**config.mk**
```make
export PLATFORM = sky130hd
export DESIGN_NAME = sarf_formatter
export DESIGN_NICKNAME = d
export VERILOG_FILES = /design/src/design/sarf_pkg.sv /design/src/design/sarf_formatter.sv
export SDC_FILE = /design/constraint.sdc
export NUM_CORES = 1
export LEC_CHECK = 0
export ABC_AREA = 1
export BUFFER_PORTS_ARGS = -buffer_cell sky130_fd_sc_hd__buf_2
export CAP_MARGIN = 10
export CORE_MARGIN = 3
export CORE_UTILIZATION = 50
export DETAILED_ROUTE_END_ITERATION = 16
export GPL_ROUTABILITY_DRIVEN = 0
export PLACE_DENSITY = 0.69
export RECOVER_POWER = 50
export SYNTH_ARGS = -nofsm -noshare
export SYNTH_HDL_FRONTEND = slang
export SYNTH_SLANG_ARGS = --single-unit
```
**constraint.sdc**
```tcl
create_clock -name ref_clk -period 11.84 [get_ports ref_clk]
set_input_delay 0.592 -clock ref_clk [delete_from_list [all_inputs] [get_ports ref_clk]]
set_output_delay 0.592 -clock ref_clk [all_outputs]
set_load 0.1 [all_outputs]
```
**src/design/sarf_pkg.sv**
```systemverilog
// sarf_pkg: constants, register map and carrier types of the result formatter.
// assumes a 125 mhz ref_clk and an axi4-lite master with 32-bit data.
// Functional notes
// one coding choice for all differential channels
// one coding choice for all single-ended channels; the code applies se_signed only with the vref negative input
// 12-bit codes map to documented full-scale words
// ground-referenced single-ended results always signed
// below-ground input gives negative result
// global left or right justification, 16-bit word
// signed right-justified results are sign extended
// global averaging sample count, default two
// one global alternate resolution, 8 or 10
// per-channel full or alternate resolution
// external negative input converts as differential
// averaged results always right aligned
// accumulated sum truncated to fit 16 bits
// unused result bits read as zero
package sarf_pkg;

  // channel count: eight sequenced plus the injection channel
  localparam int SARF_NCHAN = 9;

  // register byte offsets
  localparam logic [7:0] SARF_OFS_GLOBAL = 8'h00; // global configuration
  localparam logic [7:0] SARF_OFS_STATUS = 8'h04; // fresh flags and averaging state
  localparam logic [7:0] SARF_OFS_CHCFG = 8'h40; // channel config base, one word each
  localparam logic [7:0] SARF_OFS_RESULT = 8'h80; // result word base, one word each

  // global configuration field positions
  localparam int SARF_GB_DIFF_SIGNED = 0;
  localparam int SARF_GB_SE_SIGNED = 1;
  localparam int SARF_GB_LEFT_JUST = 2;
  localparam int SARF_GB_ALT_TEN = 3;
  localparam int SARF_GB_AVG_LOG = 4; // three bits, samples = 2 << field
  localparam int SARF_GB_SE_NEG = 8; // two bits, single-ended negative input

  // channel configuration field positions
  localparam int SARF_CB_DIFF = 0;
  localparam int SARF_CB_ALT = 1;
  localparam int SARF_CB_AVG = 2;

  // status field positions
  localparam int SARF_SB_AVG_BUSY = 16;

  // axi responses
  localparam logic [1:0] SARF_RESP_OKAY = 2'h0;
  localparam logic [1:0] SARF_RESP_SLVERR = 2'h2;

  // single-ended negative input selection
  typedef enum logic [1:0] {SARF_NEG_VSS, SARF_NEG_VREF, SARF_NEG_EXT} sarf_neg_t;

  // global configuration
  typedef struct packed {
    sarf_neg_t se_neg; // negative input for single-ended channels
    logic [2:0] avg_log; // averaging sample count code
    logic alt_ten; // alternate resolution is 10 bits, else 8
    logic left_just; // left justification, else right
    logic se_signed; // single-ended coding signed
    logic diff_signed; // differential coding signed
  } sarf_gcfg_t;

  // per-channel configuration
  typedef struct packed {
    logic avg; // averaging enabled
    logic alternate_resolution_select; // alternate resolution selected
    logic diff; // differential conversion
  } sarf_ccfg_t;

  // reset values
  localparam sarf_gcfg_t SARF_GCFG_RST = '{se_neg: SARF_NEG_VSS, avg_log: 3'h0, alt_ten: 1'b0,
    left_just: 1'b0, se_signed: 1'b1, diff_signed: 1'b1};
  localparam sarf_ccfg_t SARF_CCFG_RST = '{avg: 1'b0, alternate_resolution_select: 1'b0, diff: 1'b1};

  // converter sample as it arrives
  typedef struct packed {
    logic valid; // one-cycle strobe
    logic [3:0] chan; // channel 0..8
    logic [11:0] code; // offset binary, 12'h800 at zero input
  } sarf_sample_t;

  // formatted result as it leaves
  typedef struct packed {
    logic valid; // one-cycle strobe
    logic [3:0] chan; // channel of the word
    logic [15:0] word; // formatted result word
  } sarf_result_t;

  // the whole register state of the formatter
  typedef struct packed {
    logic aw_got; // write address held
    logic [7:0] aw_addr;
    logic w_got; // write data held
    logic [31:0] w_data;
    logic [3:0] w_strb;
    logic awready;
    logic wready;
    logic bvalid;
    logic [1:0] bresp;
    logic arready;
    logic rvalid;
    logic [31:0] rdata;
    logic [1:0] rresp;
    sarf_gcfg_t gcfg;
    logic [SARF_NCHAN-1:0][2:0] ccfg;
    logic [SARF_NCHAN-1:0][15:0] results;
    logic [SARF_NCHAN-1:0] fresh; // result not yet read
    logic signed [23:0] acc; // averaging sum
    logic [8:0] acc_cnt; // samples summed so far
    logic [3:0] acc_chan;
    logic acc_busy;
    sarf_result_t res;
  } sarf_state_t;

endpackage : sarf_pkg

```
**src/design/sarf_formatter.sv**
```systemverilog
// sarf_formatter: codes, justifies and averages sar conversion results.
// assumes converter samples arrive on ref_clk and software uses axi4-lite.
`timescale 1ns/1ps
module sarf_formatter import sarf_pkg::*; (
  input wire logic ref_clk,
  input wire logic arst_n,
  // converter side
  input wire sarf_sample_t smp,
  output sarf_result_t res,
  // axi4-lite slave
  input wire logic [7:0] s_awaddr,
  input wire logic s_awvalid,
  output logic s_awready,
  input wire logic [31:0] s_wdata,
  input wire logic [3:0] s_wstrb,
  input wire logic s_wvalid,
  output logic s_wready,
  output logic [1:0] s_bresp,
  output logic s_bvalid,
  input wire logic s_bready,
  input wire logic [7:0] s_araddr,
  input wire logic s_arvalid,
  output logic s_arready,
  output logic [31:0] s_rdata,
  output logic [1:0] s_rresp,
  output logic s_rvalid,
  input wire logic s_rready
);

  // register state and its next value
  sarf_state_t st_reg;
  sarf_state_t st_next;

  // everything the block remembers lives in one packed struct:
  // bus handshake flags, configuration, per-channel results,
  // fresh flags and the averaging accumulator.
  // one combinational process computes the whole next state and
  // one clocked process registers it, so every output is a flop.
  // the converter sample arrives on ref_clk already, so it is
  // used directly with no synchroniser in front of it.

  // merge write data into an old word by byte enables
  function automatic logic [31:0] strb_merge(input logic [31:0] old, input logic [31:0] nw,
                                             input logic [3:0] strb);
    logic [31:0] m;
    m = old;
    for (int b = 0; b < 4; b++) begin
      if (strb[b]) begin
        m[8*b +: 8] = nw[8*b +: 8];
      end
    end
    return m;
  endfunction : strb_merge

  // address to channel slot within a block, 4'hf when outside it
  function automatic logic [3:0] slot(input logic [7:0] addr, input logic [7:0] base);
    logic [7:0] d;
    d = addr - base;
    if (addr >= base && d[1:0] == 2'h0 && d[7:2] < 6'(SARF_NCHAN)) begin
      return d[5:2];
    end
    return 4'hf;
  endfunction : slot

  // coding choice per channel kind:
  // - differential channels follow the differential flag
  // - ground-referenced single-ended is always signed, since a
  //   slightly negative input must not wrap to a large number
  // - external negative input behaves as a differential pair
  // - reference-referenced single-ended follows its own flag
  // signed coding for a channel: diff, external negative, or forced for ground
  function automatic logic is_signed(input sarf_gcfg_t g, input logic diff);
    if (diff) begin
      return g.diff_signed;
    end
    case (g.se_neg)
      SARF_NEG_VSS: return 1'b1;
      SARF_NEG_EXT: return g.diff_signed;
      default: return g.se_signed;
    endcase
  endfunction : is_signed

  // n-bit code taken from the top of the 12-bit conversion
  function automatic logic [11:0] trim(input logic [11:0] code, input logic alternate_resolution_select,
                                       input logic ten);
    if (!alternate_resolution_select) begin
      return code;
    end
    if (ten) begin
      return {2'h0, code[11:2]};
    end
    return {4'h0, code[11:4]};
  endfunction : trim

  // numeric value of a sample, signed view where coding is signed
  function automatic logic signed [23:0] value(input logic [11:0] code, input logic alternate_resolution_select,
                                               input logic ten, input logic sgn);
    logic [11:0] t;
    t = trim(code, alternate_resolution_select, ten);
    if (!sgn) begin
      return {12'h000, t};
    end
    // offset binary to two's complement: subtract the midscale
    if (!alternate_resolution_select) begin
      return 24'(signed'({12'h000, t})) - 24'sh000800;
    end
    if (ten) begin
      return 24'(signed'({12'h000, t})) - 24'sh000200;
    end
    return 24'(signed'({12'h000, t})) - 24'sh000080;
  endfunction : value

  // place a single conversion into the 16-bit word
  function automatic logic [15:0] place(input logic [11:0] code, input logic alternate_resolution_select,
                                        input logic ten, input logic sgn, input logic left);
    logic [11:0] t;
    logic [23:0] v;
    t = trim(code, alternate_resolution_select, ten);
    v = value(code, alternate_resolution_select, ten, sgn);
    if (left) begin
      // msb at bit 15, low bits zero
      if (!alternate_resolution_select) begin
        return {(sgn ? ~t[11] : t[11]), t[10:0], 4'h0};
      end
      if (ten) begin
        return {(sgn ? ~t[9] : t[9]), t[8:0], 6'h00};
      end
      return {(sgn ? ~t[7] : t[7]), t[6:0], 8'h00};
    end
    if (sgn) begin
      return v[15:0];
    end
    return {4'h0, t};
  endfunction : place

  // the accumulator is 24 bits wide so that 256 full-scale
  // samples cannot overflow it; the fit step below drops low
  // bits instead of clamping, so the sum keeps its sign and
  // relative size when it outgrows the result word.
  // the loop is bounded at eight halvings, which covers the
  // largest sum the accumulator can hold.
  // shrink an accumulated sum until it fits a 16-bit word
  function automatic logic [15:0] fit16(input logic signed [23:0] s, input logic sgn);
    logic signed [23:0] a;
    a = s;
    for (int i = 0; i < 8; i++) begin
      if (sgn && (a > 24'sh007fff || a < -24'sh008000)) begin
        a = a >>> 1;
      end else if (!sgn && a > 24'sh00ffff) begin
        a = a >>> 1;
      end
    end
    return a[15:0];
  endfunction : fit16

  // next-state logic: bus slave, configuration, formatting, averaging
  always_comb begin
    logic [3:0] ws;
    logic [3:0] rs;
    logic [31:0] old;
    sarf_ccfg_t cc;
    logic sgn;
    logic [8:0] nsamp;
    logic signed [23:0] sum;
    logic [SARF_NCHAN-1:0] clr;
    st_next = st_reg;
    ws = 4'hf;
    rs = 4'hf;
    old = 32'h0;
    cc = SARF_CCFG_RST;
    sgn = 1'b0;
    nsamp = 9'h0;
    sum = 24'sh0;
    clr = '0;
    st_next.res.valid = 1'b0;

    // response channels drop once taken
    if (st_reg.bvalid && s_bready) begin
      st_next.bvalid = 1'b0;
    end
    if (st_reg.rvalid && s_rready) begin
      st_next.rvalid = 1'b0;
    end

    // capture address and data in either order
    if (s_awvalid && st_reg.awready) begin
      st_next.aw_got = 1'b1;
      st_next.aw_addr = s_awaddr;
    end
    if (s_wvalid && st_reg.wready) begin
      st_next.w_got = 1'b1;
      st_next.w_data = s_wdata;
      st_next.w_strb = s_wstrb;
    end

    // a write lands only while no response is pending, so a
    // second write buffered behind an untaken response waits
    // and cannot overwrite the response code of the first.
    // byte enables are merged into the old word so that a
    // partial write leaves the other fields untouched.
    // perform a write once both halves are held
    if (st_reg.aw_got && st_reg.w_got && !st_reg.bvalid) begin
      st_next.aw_got = 1'b0;
      st_next.w_got = 1'b0;
      st_next.bvalid = 1'b1;
      st_next.bresp = SARF_RESP_OKAY;
      ws = slot(st_reg.aw_addr, SARF_OFS_CHCFG);
      if (st_reg.aw_addr == SARF_OFS_GLOBAL) begin
        old = 32'({st_reg.gcfg.se_neg, 1'b0, st_reg.gcfg.avg_log, st_reg.gcfg.alt_ten,
                   st_reg.gcfg.left_just, st_reg.gcfg.se_signed, st_reg.gcfg.diff_signed});
        old = strb_merge(old, st_reg.w_data, st_reg.w_strb);
        st_next.gcfg.diff_signed = old[SARF_GB_DIFF_SIGNED];
        st_next.gcfg.se_signed = old[SARF_GB_SE_SIGNED];
        st_next.gcfg.left_just = old[SARF_GB_LEFT_JUST];
        st_next.gcfg.alt_ten = old[SARF_GB_ALT_TEN];
        st_next.gcfg.avg_log = old[SARF_GB_AVG_LOG +: 3];
        // unused selection code falls back to the vss case
        st_next.gcfg.se_neg = (old[SARF_GB_SE_NEG +: 2] == 2'h3) ? SARF_NEG_VSS :
                              sarf_neg_t'(old[SARF_GB_SE_NEG +: 2]);
      end else if (ws != 4'hf) begin
        old = strb_merge(32'(st_reg.ccfg[ws]), st_reg.w_data, st_reg.w_strb);
        st_next.ccfg[ws] = old[2:0];
      end else if (st_reg.aw_addr != SARF_OFS_STATUS &&
                   slot(st_reg.aw_addr, SARF_OFS_RESULT) == 4'hf) begin
        st_next.bresp = SARF_RESP_SLVERR; // unmapped
      end
    end

    // read: answer the cycle after the address is taken
    if (s_arvalid && st_reg.arready) begin
      st_next.rvalid = 1'b1;
      st_next.rresp = SARF_RESP_OKAY;
      st_next.rdata = 32'h0;
      rs = slot(s_araddr, SARF_OFS_RESULT);
      ws = slot(s_araddr, SARF_OFS_CHCFG);
      if (s_araddr == SARF_OFS_GLOBAL) begin
        st_next.rdata = 32'({st_reg.gcfg.se_neg, 1'b0, st_reg.gcfg.avg_log,
                             st_reg.gcfg.alt_ten, st_reg.gcfg.left_just,
                             st_reg.gcfg.se_signed, st_reg.gcfg.diff_signed});
      end else if (s_araddr == SARF_OFS_STATUS) begin
        st_next.rdata = 32'(st_reg.fresh);
        st_next.rdata[SARF_SB_AVG_BUSY] = st_reg.acc_busy;
      end else if (ws != 4'hf) begin
        st_next.rdata = 32'(st_reg.ccfg[ws]);
      end else if (rs != 4'hf) begin
        st_next.rdata = {16'h0000, st_reg.results[rs]};
        clr[rs] = 1'b1; // reading consumes the fresh flag
      end else begin
        st_next.rresp = SARF_RESP_SLVERR; // unmapped
      end
    end

    // conversion path:
    // - channel numbers beyond the last channel are ignored
    // - averaged channels sum samples in the chosen coding and
    //   publish once the global count is reached
    // - a sample on another averaged channel restarts the sum, so a
    //   sequencer that leaves a channel early loses its samples
    // - plain channels are formatted and published at once
    // incoming conversion
    if (smp.valid && smp.chan < 4'(SARF_NCHAN)) begin
      cc = sarf_ccfg_t'(st_reg.ccfg[smp.chan]);
      sgn = is_signed(st_reg.gcfg, cc.diff);
      nsamp = 9'h002 << st_reg.gcfg.avg_log;
      if (cc.avg) begin
        // a new channel restarts the sum
        if (st_reg.acc_busy && st_reg.acc_chan == smp.chan) begin
          sum = st_reg.acc + value(smp.code, cc.alternate_resolution_select, st_reg.gcfg.alt_ten, sgn);
          st_next.acc_cnt = st_reg.acc_cnt + 9'h001;
        end else begin
          sum = value(smp.code, cc.alternate_resolution_select, st_reg.gcfg.alt_ten, sgn);
          st_next.acc_cnt = 9'h001;
        end
        st_next.acc = sum;
        st_next.acc_chan = smp.chan;
        st_next.acc_busy = 1'b1;
        if (st_next.acc_cnt == nsamp) begin
          // last sample: publish right aligned
          st_next.acc_busy = 1'b0;
          st_next.results[smp.chan] = fit16(sum, sgn);
          st_next.res.word = fit16(sum, sgn);
          st_next.res.valid = 1'b1;
          st_next.res.chan = smp.chan;
        end
      end else begin
        st_next.results[smp.chan] = place(smp.code, cc.alternate_resolution_select, st_reg.gcfg.alt_ten, sgn,
                                          st_reg.gcfg.left_just);
        st_next.res.word = place(smp.code, cc.alternate_resolution_select, st_reg.gcfg.alt_ten, sgn,
                                 st_reg.gcfg.left_just);
        st_next.res.valid = 1'b1;
        st_next.res.chan = smp.chan;
      end
    end

    // fresh flags: a new result wins over a read in the same cycle
    for (int c = 0; c < SARF_NCHAN; c++) begin
      if (st_next.res.valid && st_next.res.chan == 4'(c)) begin
        st_next.fresh[c] = 1'b1;
      end else if (clr[c]) begin
        st_next.fresh[c] = 1'b0;
      end
    end

    // ready outputs registered from the next state
    st_next.awready = !st_next.aw_got;
    st_next.wready = !st_next.w_got;
    st_next.arready = !st_next.rvalid;
  end

  // reset loads only constants: handshake slots open, all
  // valids low, configuration at its documented defaults.
  // the reset is asynchronous on entry; release is seen on
  // the next clock edge like any other input change.
  // state register
  always_ff @(posedge ref_clk or negedge arst_n) begin
    if (!arst_n) begin
      st_reg <= '0;
      st_reg.gcfg <= SARF_GCFG_RST;
      st_reg.ccfg <= {SARF_NCHAN{SARF_CCFG_RST}};
      st_reg.awready <= 1'b1;
      st_reg.wready <= 1'b1;
      st_reg.arready <= 1'b1;
    end else begin
      st_reg <= st_next;
    end
  end

  // no output passes through logic after the register, which
  // keeps the bus timing independent of the decode depth.
  // outputs straight from the state register
  assign res = st_reg.res;
  assign s_awready = st_reg.awready;
  assign s_wready = st_reg.wready;
  assign s_bresp = st_reg.bresp;
  assign s_bvalid = st_reg.bvalid;
  assign s_arready = st_reg.arready;
  assign s_rdata = st_reg.rdata;
  assign s_rresp = st_reg.rresp;
  assign s_rvalid = st_reg.rvalid;

endmodule : sarf_formatter

```
# Word-level counts from Yosys, hierarchy flattened
# Index checks and enable logic that the tools add are counted.
[totals] ff_bits=335 in_bits=76 out_inout_bits=62
[op_classes] n_addsub=15 magnitude_cmp=40 n_eq_ne=19 n_shift=1 mux=266 bitwise=4 n_reduce_logical=82
[ops] op="24-bit two-way mux" count=39
[ops] op="16-bit two-way mux" count=24
[ops] op="23-bit two-way mux" count=14
[ops] op="144-bit bitwise mux" count=2
[ops] op="144-bit two-way mux" count=2
[ops] op="24-bit by 16-bit > comparator with 1-bit output, second input constant" count=8
[ops] op="24-bit by 17-bit > comparator with 1-bit output, second input constant" count=8
[ops] op="24-bit by 16-bit less-than comparator with 1-bit output, second input constant" count=8
[ops] op="12-bit two-way mux" count=16
[ops] op="1-bit two-way mux" count=110
[ops] op="9-bit two-way mux" count=9
[ops] op="16-bit binary-select mux with 4-bit select" count=1
[ops] op="16-bit demux with 4-bit select" count=1
[ops] op="4-bit two-way mux" count=14
[ops] op="1-bit logical AND" count=46
[ops] op="21-bit two-way mux" count=2
[ops] op="12-bit by 10-bit subtractor with 13-bit output, second input constant" count=3
[ops] op="12-bit by 12-bit subtractor with 13-bit output, second input constant" count=3
[ops] op="12-bit by 8-bit subtractor with 13-bit output, second input constant" count=3
[ops] op="37-bit two-way mux" count=1
[ops] op="3-bit binary-select mux with 4-bit select" count=3
[ops] op="35-bit two-way mux" count=1
[ops] op="32-bit two-way mux" count=1
[ops] op="27-bit bitwise mux" count=1
[ops] op="38 further kinds" count=107

# Logic depth before layout (Yosys ltp)
# Gate-level depths: netlist of the first run.
[depth] depth_word=88 mapped_depth=84 depth_no_buf=81

# Worst setup path after synthesis of the first run
# Ideal clock, no wire load.
[synth_timing] path_kind="input to register" startpoint="input smp[13] (netlist bit)" endpoint="register st_reg, in the netlist res[10]" t_arrival_ns=8.275 required_time_ns=11.727 setup_slack_ns=3.452 cell_stages=70 n_path_buf=3 path_cell_list="buf_6 inv_1 nor2_1 inv_1 o21ai_0 o21ai_0 nand3_1 clkbuf_1 nor2_1 a21oi_1 inv_1 ha_1 nand3_1 nand3_1 a21oi_1 a21oi_1 ha_1 nand2_1 (+34 left out) nand3_2 nand2_2 nand2_1 nand2_2 nand2_1 nor2_2 nand3_2 nand2_4 nand2_1 nand2_2 nand2_4 nand3_4 buf_12 nand2_2 nand3_4 nand3_1 nand2_1 inv_1"
[synth_between] elab_chain_cells=78
[synth_lines] item="start, declared" line_no="sarf_formatter.sv:8" rtl="input wire sarf_sample_t smp,"
[synth_lines] item="3-bit binary-select mux with 4-bit select" line_no="sarf_formatter.sv:262" rtl="cc = sarf_ccfg_t'(st_reg.ccfg[smp.chan]);"
[synth_lines] item="3-bit two-way mux (implied by the code)" line_no="sarf_formatter.sv:262"
[synth_lines] item="1-bit two-way mux" line_no="sarf_formatter.sv:86, sarf_formatter.sv:104, sarf_formatter.sv:122"
[synth_lines] item="1-bit two-way mux" line_no="sarf_formatter.sv:267" rtl="if (st_reg.acc_busy && st_reg.acc_chan == smp.chan) begin"
[synth_lines] item="1-bit two-way mux" line_no="sarf_formatter.sv:265" rtl="if (cc.avg) begin"
[synth_lines] item="1-bit two-way mux" line_no="sarf_formatter.sv:261" rtl="if (smp.valid && smp.chan < 4'(SARF_NCHAN)) begin"
[synth_lines] item="12-bit two-way mux" line_no="sarf_formatter.sv:89" rtl="if (ten) begin"
[synth_lines] item="12-bit two-way mux" line_no="sarf_formatter.sv:267"
[synth_lines] item="(+62 left out)"
[synth_lines] item="24-bit two-way mux" line_no="sarf_formatter.sv:265"
[synth_lines] item="24-bit two-way mux" line_no="sarf_formatter.sv:261"
[synth_lines] item="24-bit by 17-bit > comparator with 1-bit output, or another cell as far along" line_no="sarf_formatter.sv:149" rtl="end else if (!sgn && a > 24'sh00ffff) begin"
[synth_lines] item="1-bit logical AND / 1-bit logical OR (equally long branches)" line_no="sarf_formatter.sv:149, sarf_formatter.sv:147"
[synth_lines] item="16-bit two-way mux / 1-bit logical AND (equally long branches)" line_no="sarf_formatter.sv:149, sarf_formatter.sv:147"
[synth_lines] item="16-bit two-way mux" line_no="sarf_formatter.sv:147" rtl="if (sgn && (a > 24'sh007fff || a < -24'sh008000)) begin"
[synth_lines] item="22-bit two-way mux" line_no="sarf_formatter.sv:277" rtl="if (st_next.acc_cnt == nsamp) begin"
[synth_lines] item="21-bit two-way mux" line_no="sarf_formatter.sv:265"
[synth_lines] item="end signal, assigned" line_no="sarf_formatter.sv:324" rtl="st_reg <= st_next;"
[synth_lines] item="end, declared" line_no="sarf_formatter.sv:31" rtl="sarf_state_t st_reg;"
# Parallel ways exist; a longest one is shown, timed or not. The select of a mux whose other input is x is not followed.
# A chain may end at the register's enable or synchronous reset.

# Worst setup path after layout of the first run
[layout_timing] startpoint="input smp[13] (netlist bit)" endpoint="register st_reg, in the netlist res[15]"
# Same word-level chain as after synthesis.

==> flow_summary.ini, run 1 <==
[status]
status = complete, but fails checks
violations = capacitance limit, slew limit

[route]
drtIter0Drc = 1930
first_pass_iters = 8
route.detailed.drc = 0
drt-wirelength-per-cell_um = 17.2
ant_nets = 0
via_count = 20600
wl_mm = 63.5
viasPerCell = 5.57

[timing]
setup_viol = 0
skew_ns = 0.0147
tightestPinTransition_ns = 6.04
drv_slew = 300
fin_crit_ns = 10.67
clock.fmax_ghz = 0.0937
post-route-period-util = 0.901
rsz0062_at_grt = no
fin_ws_ns = 1.17
fin_setup_tns_ns = 0
hold_viol_final = 0
slew_headroom = -3.03

[global_route]
grt_max_degree = 113
overflow = 0
grt_antenna_before_repair = 2
grt_first_pass_wirelength_mm = 102
grt_pass1_vias = 19300
grt_usage = 0.283

[clocking]
post-cts-setup-buffer-count = 0
cts_resized = 0
insertion_delay_ns = 0.56
numCtsBuffers = 35
cts.clk_slew.worst_paths_ns = 0.06
h-tree-depth = 2
clockBufferDepth = 3
root_buffer = clkbuf_16
cts_tree = done
clkSinkCount = 293
ctsHoldBuffers = 0

[synth]
synthTopCellsByArea = dfrtp_1 33%, nand2_1 18%, inv_1 8.1%, nand3_1 6.9%, o21ai_0 5.3%
yosys_most_used_dff = dfrtp_1
ys_types = 61
synth.top_cell.area_share = 0.332
synthCells = 3114
syn_avg_cell_area_um2 = 6.74
synthArstFlopShare = 1.00
synth_top_area_cell = dfrtp_1
synth_warnings = 0
synth-edff-count = 0
synth-seq-area-share = 0.350
netlist_area_um2 = 21000
ys_ff_latch = 293

[floorplan]
rows = 74
initial_utilization = 0.510
coreArea_um2 = 41200
fp.dieArea_um2 = 44500
ios = 138
die_w_um = 211
dieHeight_um = 211

[setup_path]
crit_type = primary input to flop
cp_data_arrival_time_ns = 11.11
cp_slowest_cell = ha_1
worstRegToRegCells = 64
cp-end-kind = flop
r2r_start = st_reg[234]
critPathMaxFanout = 32
rr_endpoint = res[15]
crit_start = smp[13]
cp-start-kind = primary input
crit_required_ns = 12.28
r2r_slack_ns = 1.34
worst_path_most_repeated_cell = nand2_1
cpPeakStageDelay_ns = 0.41

[cells_and_area]
final_common_cell = nand2_1
nets = 3241
fin_util = 0.552
final_cell_mix = 1009 x nand2_1, 455 x inv_1, 288 x nand3_1
largest_reg_flops = 248
fillers = 4009
area_delta_synth_final_pct = 8.21
drive_gt1_frac = 0.115

[worst_hold_path]
hold_depth = 2
worstHoldStart = s_bready
min_to = s_bvalid
min_path_type = primary input to flop

[flow_run]
cap_violations = 4

[placed_design]
dp_hpwl_mm = 44.7
pre_cts_ws_ns = 0.753
io_buffers = 95
## area by class of cell
class	count	area (um^2)	share of cell area
sequential	293	7350	0.323
clock buffer	43	956	0.0421
antenna	2	5.00	0.000220
clock inverter	21	274	0.0121
multi-input combinational	2195	11000	0.485
inverter	488	1830	0.0806
tap	532	666	0.0293
timing repair buffer	125	629	0.0277
## cell usage after synthesis, types with 4 or more instances
| library cell | n |
|---|---|
| o22ai_1 | 40 |
| nand4_1 | 44 |
| nand3_4 | 19 |
| nor3_1 | 19 |
| ha_1 | 26 |
| buf_6 | 6 |
| mux2i_1 | 20 |
| nor2_2 | 7 |
| inv_1 | 455 |
| nand2_2 | 31 |
| a31oi_1 | 6 |
| nand2_4 | 11 |
| o21ai_0 | 224 |
| buf_4 | 60 |
| xor2_1 | 6 |
| nand3b_1 | 4 |
| a32o_1 | 5 |
| nand2_1 | 1009 |
| inv_2 | 25 |
| nor2_4 | 5 |
| dfstp_2 | 14 |
| nand3_1 | 288 |
| o21ai_1 | 16 |
| buf_2 | 8 |
| xnor2_1 | 7 |
| a21oi_1 | 64 |
| o221ai_1 | 15 |
| dfrtp_1 | 279 |
| clkbuf_1 | 77 |
| and2_1 | 4 |
| a221oi_1 | 16 |
| nor4_1 | 4 |
| clkinv_1 | 8 |
| o311ai_0 | 4 |
| nand3_2 | 13 |
| or2_2 | 84 |
| nand4_2 | 5 |
| nor2_1 | 132 |
| o211ai_1 | 13 |
| o2111ai_1 | 16 |
## metrics by stage
step / hold slack (ns) / area (um^2) / std cells
final: 0.216 / 22700 / 3699
after global routing: 0.227 / 22700 / 3698
after CTS: 0.141 / 22800 / 3697
after detailed placement: 0.422 / 21600 / 3633
after global placement: 0.409 / 21600 / 3633
after floorplan: 0.296 / 21100 / 3130
## worst max-delay path by stage
stage | end | depth (start not counted)
global route | res[15] | 70
floorplan | res[10] | 70
finish | res[15] | 67
CTS | res[15] | 67
global placement | res[15] | 66
detailed placement | res[15] | 67
## cells by family after synthesis
kind of cell / Yosys count / share of synthesized area
simple gates: 1687 / 0.370
buf+inv: 642 / 0.129
compound gates: 431 / 0.120
flops: 293 / 0.350
fa+ha+maj: 27 / 0.0164
mux: 20 / 0.00953
xor+xnor: 13 / 0.00542
other cells: 1 / 0.000179
## critical path, delay by kind of cell
family	cells	cell delay, ns
buffers and inverters	5	0.74
AND/OR/NAND/NOR	50	7.08
AO/OA/AOI/OAI	10	2.04
adder cells (fa/ha/maj)	2	0.61
## routing by layer
layer	up-vias	track usage	routed length, um
met5	-	0	13
li1	9958	-	-
met2	866	0.446	28100
met3	163	0.0499	5440
met4	2	0.109	2460
met1	9624	0.391	27500
Power of run 1 is not shown: default switching activity piles up to over one toggle a cycle in this logic, so the estimate is an artifact.
==> run 2: changes to the inputs <==
--- a/config.mk
+++ b/config.mk
@@ -9,10 +9,10 @@
 export BUFFER_PORTS_ARGS = -buffer_cell sky130_fd_sc_hd__buf_2
 export CAP_MARGIN = 10
 export CORE_MARGIN = 3
-export CORE_UTILIZATION = 50
+export CORE_UTILIZATION = 31
 export DETAILED_ROUTE_END_ITERATION = 16
-export GPL_ROUTABILITY_DRIVEN = 0
-export PLACE_DENSITY = 0.69
+export GPL_ROUTABILITY_DRIVEN = 1
+export PLACE_DENSITY = 0.47
 export RECOVER_POWER = 50
 export SYNTH_ARGS = -nofsm -noshare
 export SYNTH_HDL_FRONTEND = slang
==> run 2 against run 1 <==
  * Sequential share of layout area fell by 0.87 points
  * Worst hold slack got worse by 0.011 ns
  * The flow still finishes with violations (capacitance limit, slew limit)
  * Register-to-register slack improved by 0.26 ns
  * Cell area rose by 2.8%
  * Via count fell by 2.0%
  * First-iteration DRC count fell by 24%
  * Die area rose by 59%
  * Clock-buffer cell count rose by 15
  * Flip-flop and latch count did not move
==> flow_summary.ini, run 2 (synthesis gave the netlist of run 1 again) <==
[clocking]
clockBufferDepth = 3
root_buffer = clkbuf_16
post-cts-setup-buffer-count = 0
numCtsBuffers = 39
h-tree-depth = 2
cts_tree = done
clkSinkCount = 293
cts.clk_slew.worst_paths_ns = 0.06
insertion_delay_ns = 0.58

[floorplan]
coreArea_um2 = 66500
ios = 138
rows = 94
fp.dieArea_um2 = 70900
die_w_um = 266
dieHeight_um = 266
initial_utilization = 0.316

[global_route]
grt_antenna_before_repair = 7
grt_max_degree = 150
grt_pass1_vias = 19300
grt_first_pass_wirelength_mm = 112
grt_usage = 0.202
overflow = 0

[cells_and_area]
largest_reg_flops = 248
nets = 3248
regArea_um2 = 7350
area_delta_synth_final_pct = 11.2
fillers = 7151
drive_gt1_frac = 0.131
multiInputGateArea_um2 = 11000
final_common_cell = nand2_1
final_cell_mix = 1009 x nand2_1, 455 x inv_1, 287 x nand3_1

[setup_path]
crit_required_ns = 12.28
r2r_slack_ns = 1.60
cpPeakStageDelay_ns = 0.37
critPathMaxFanout = 24
cp_slowest_cell = ha_1
rr_endpoint = res[3]
r2r_start = st_reg[234]
worstRegToRegCells = 73
cp-end-kind = flop
cp_data_arrival_time_ns = 10.79
crit_type = primary input to flop
worst_path_most_repeated_cell = nand2_1
cp-start-kind = primary input

[timing]
drv_slew = 299
tightestPinTransition_ns = 5.42
clock.fmax_ghz = 0.0966
hold_viol_final = 0
setup_viol = 0
fin_setup_tns_ns = 0
slew_headroom = -2.61
post-route-period-util = 0.874
rsz0062_at_grt = no
skew_ns = 0.0277
fin_crit_ns = 10.35

[worst_hold_path]
hold_depth = 2
worstHoldStart = s_bready
min_to = s_bvalid
min_path_type = primary input to flop

[placed_design]
dp_hpwl_mm = 51.1
io_buffers = 95
gp_congestion = 0.884

[route]
viasPerCell = 5.00
route.detailed.drc = 0
wl_mm = 71.7
drt-wirelength-per-cell_um = 17.8
first_pass_iters = 5
via_count = 20200
ant_nets = 0
drtIter0Drc = 1460

[status]
status = complete, but fails checks
violations = capacitance limit, slew limit

[flow_run]
cap_violations = 3
-- run 2: cell count changes in the layout (fill, tap and decap cells not counted), sizes merged --
cell	previous run	this run
clkbuf	93	61
bufinv	5	3
clkinvlp	1	3
diode	2	3
inv	484	481
clkinv	19	13
buf	75	125
-- run 2: metrics by stage --
stage	instances	hold slack (ns)	util	instance area, um^2	setup WS [ns]
6_report	4041	0.205	0.351	23400	1.49
5_1_grt	4038	0.196	0.351	23300	0.0973
4_1_cts	4038	0.0439	0.352	23400	1.28
3_5_place_dp	3968	0.419	0.331	22000	0.682
3_3_place_gp	3968	0.416	0.331	22000	0.798
2_1_floorplan	3130	0.296	-	21100	3.45
-- run 2: cell type report --
cell class,instances,area share
multi-input combinational,2195,0.472
inverter,488,0.0784
timing repair buffer,128,0.0306
clock inverter,12,0.00889
tap,864,0.0463
sequential,293,0.315
clock buffer,58,0.0487
antenna,3,0.000321
-- run 2: critical path, delay by kind of cell --
family          cells  cell delay [ns]
simple gates       63             8.16
buf+inv             6             0.76
compound gates      5             0.67
fa+ha+maj           2             0.57
-- run 2: worst max path at each step --
stage,slack [ns],cells past startpoint,endpoint,start
after floorplan,3.45,70,res[10],smp[13]
after global placement,0.80,71,res[5],smp[13]
after CTS,1.28,69,res[15],smp[12]
after detailed placement,0.68,69,res[15],smp[12]
after global routing,0.1,76,res[2],smp[12]
final,1.49,76,res[3],smp[12]
-- run 2: metal layers --
metal  GRT usage  wire length, um
met5           0               52
met1       0.292            34900
met2       0.315            31700
met4      0.0458             1460
met3      0.0314             3630
-- run 2: timing repair --
item / in CTS / in global routing
endpoints found under the hold margin: 0 / 0
setup endpoints to repair: 0 / 68
hold buffers: 0 / 0
gates resized for setup: 0 / 1
Power of run 2 is left out for the same reason.
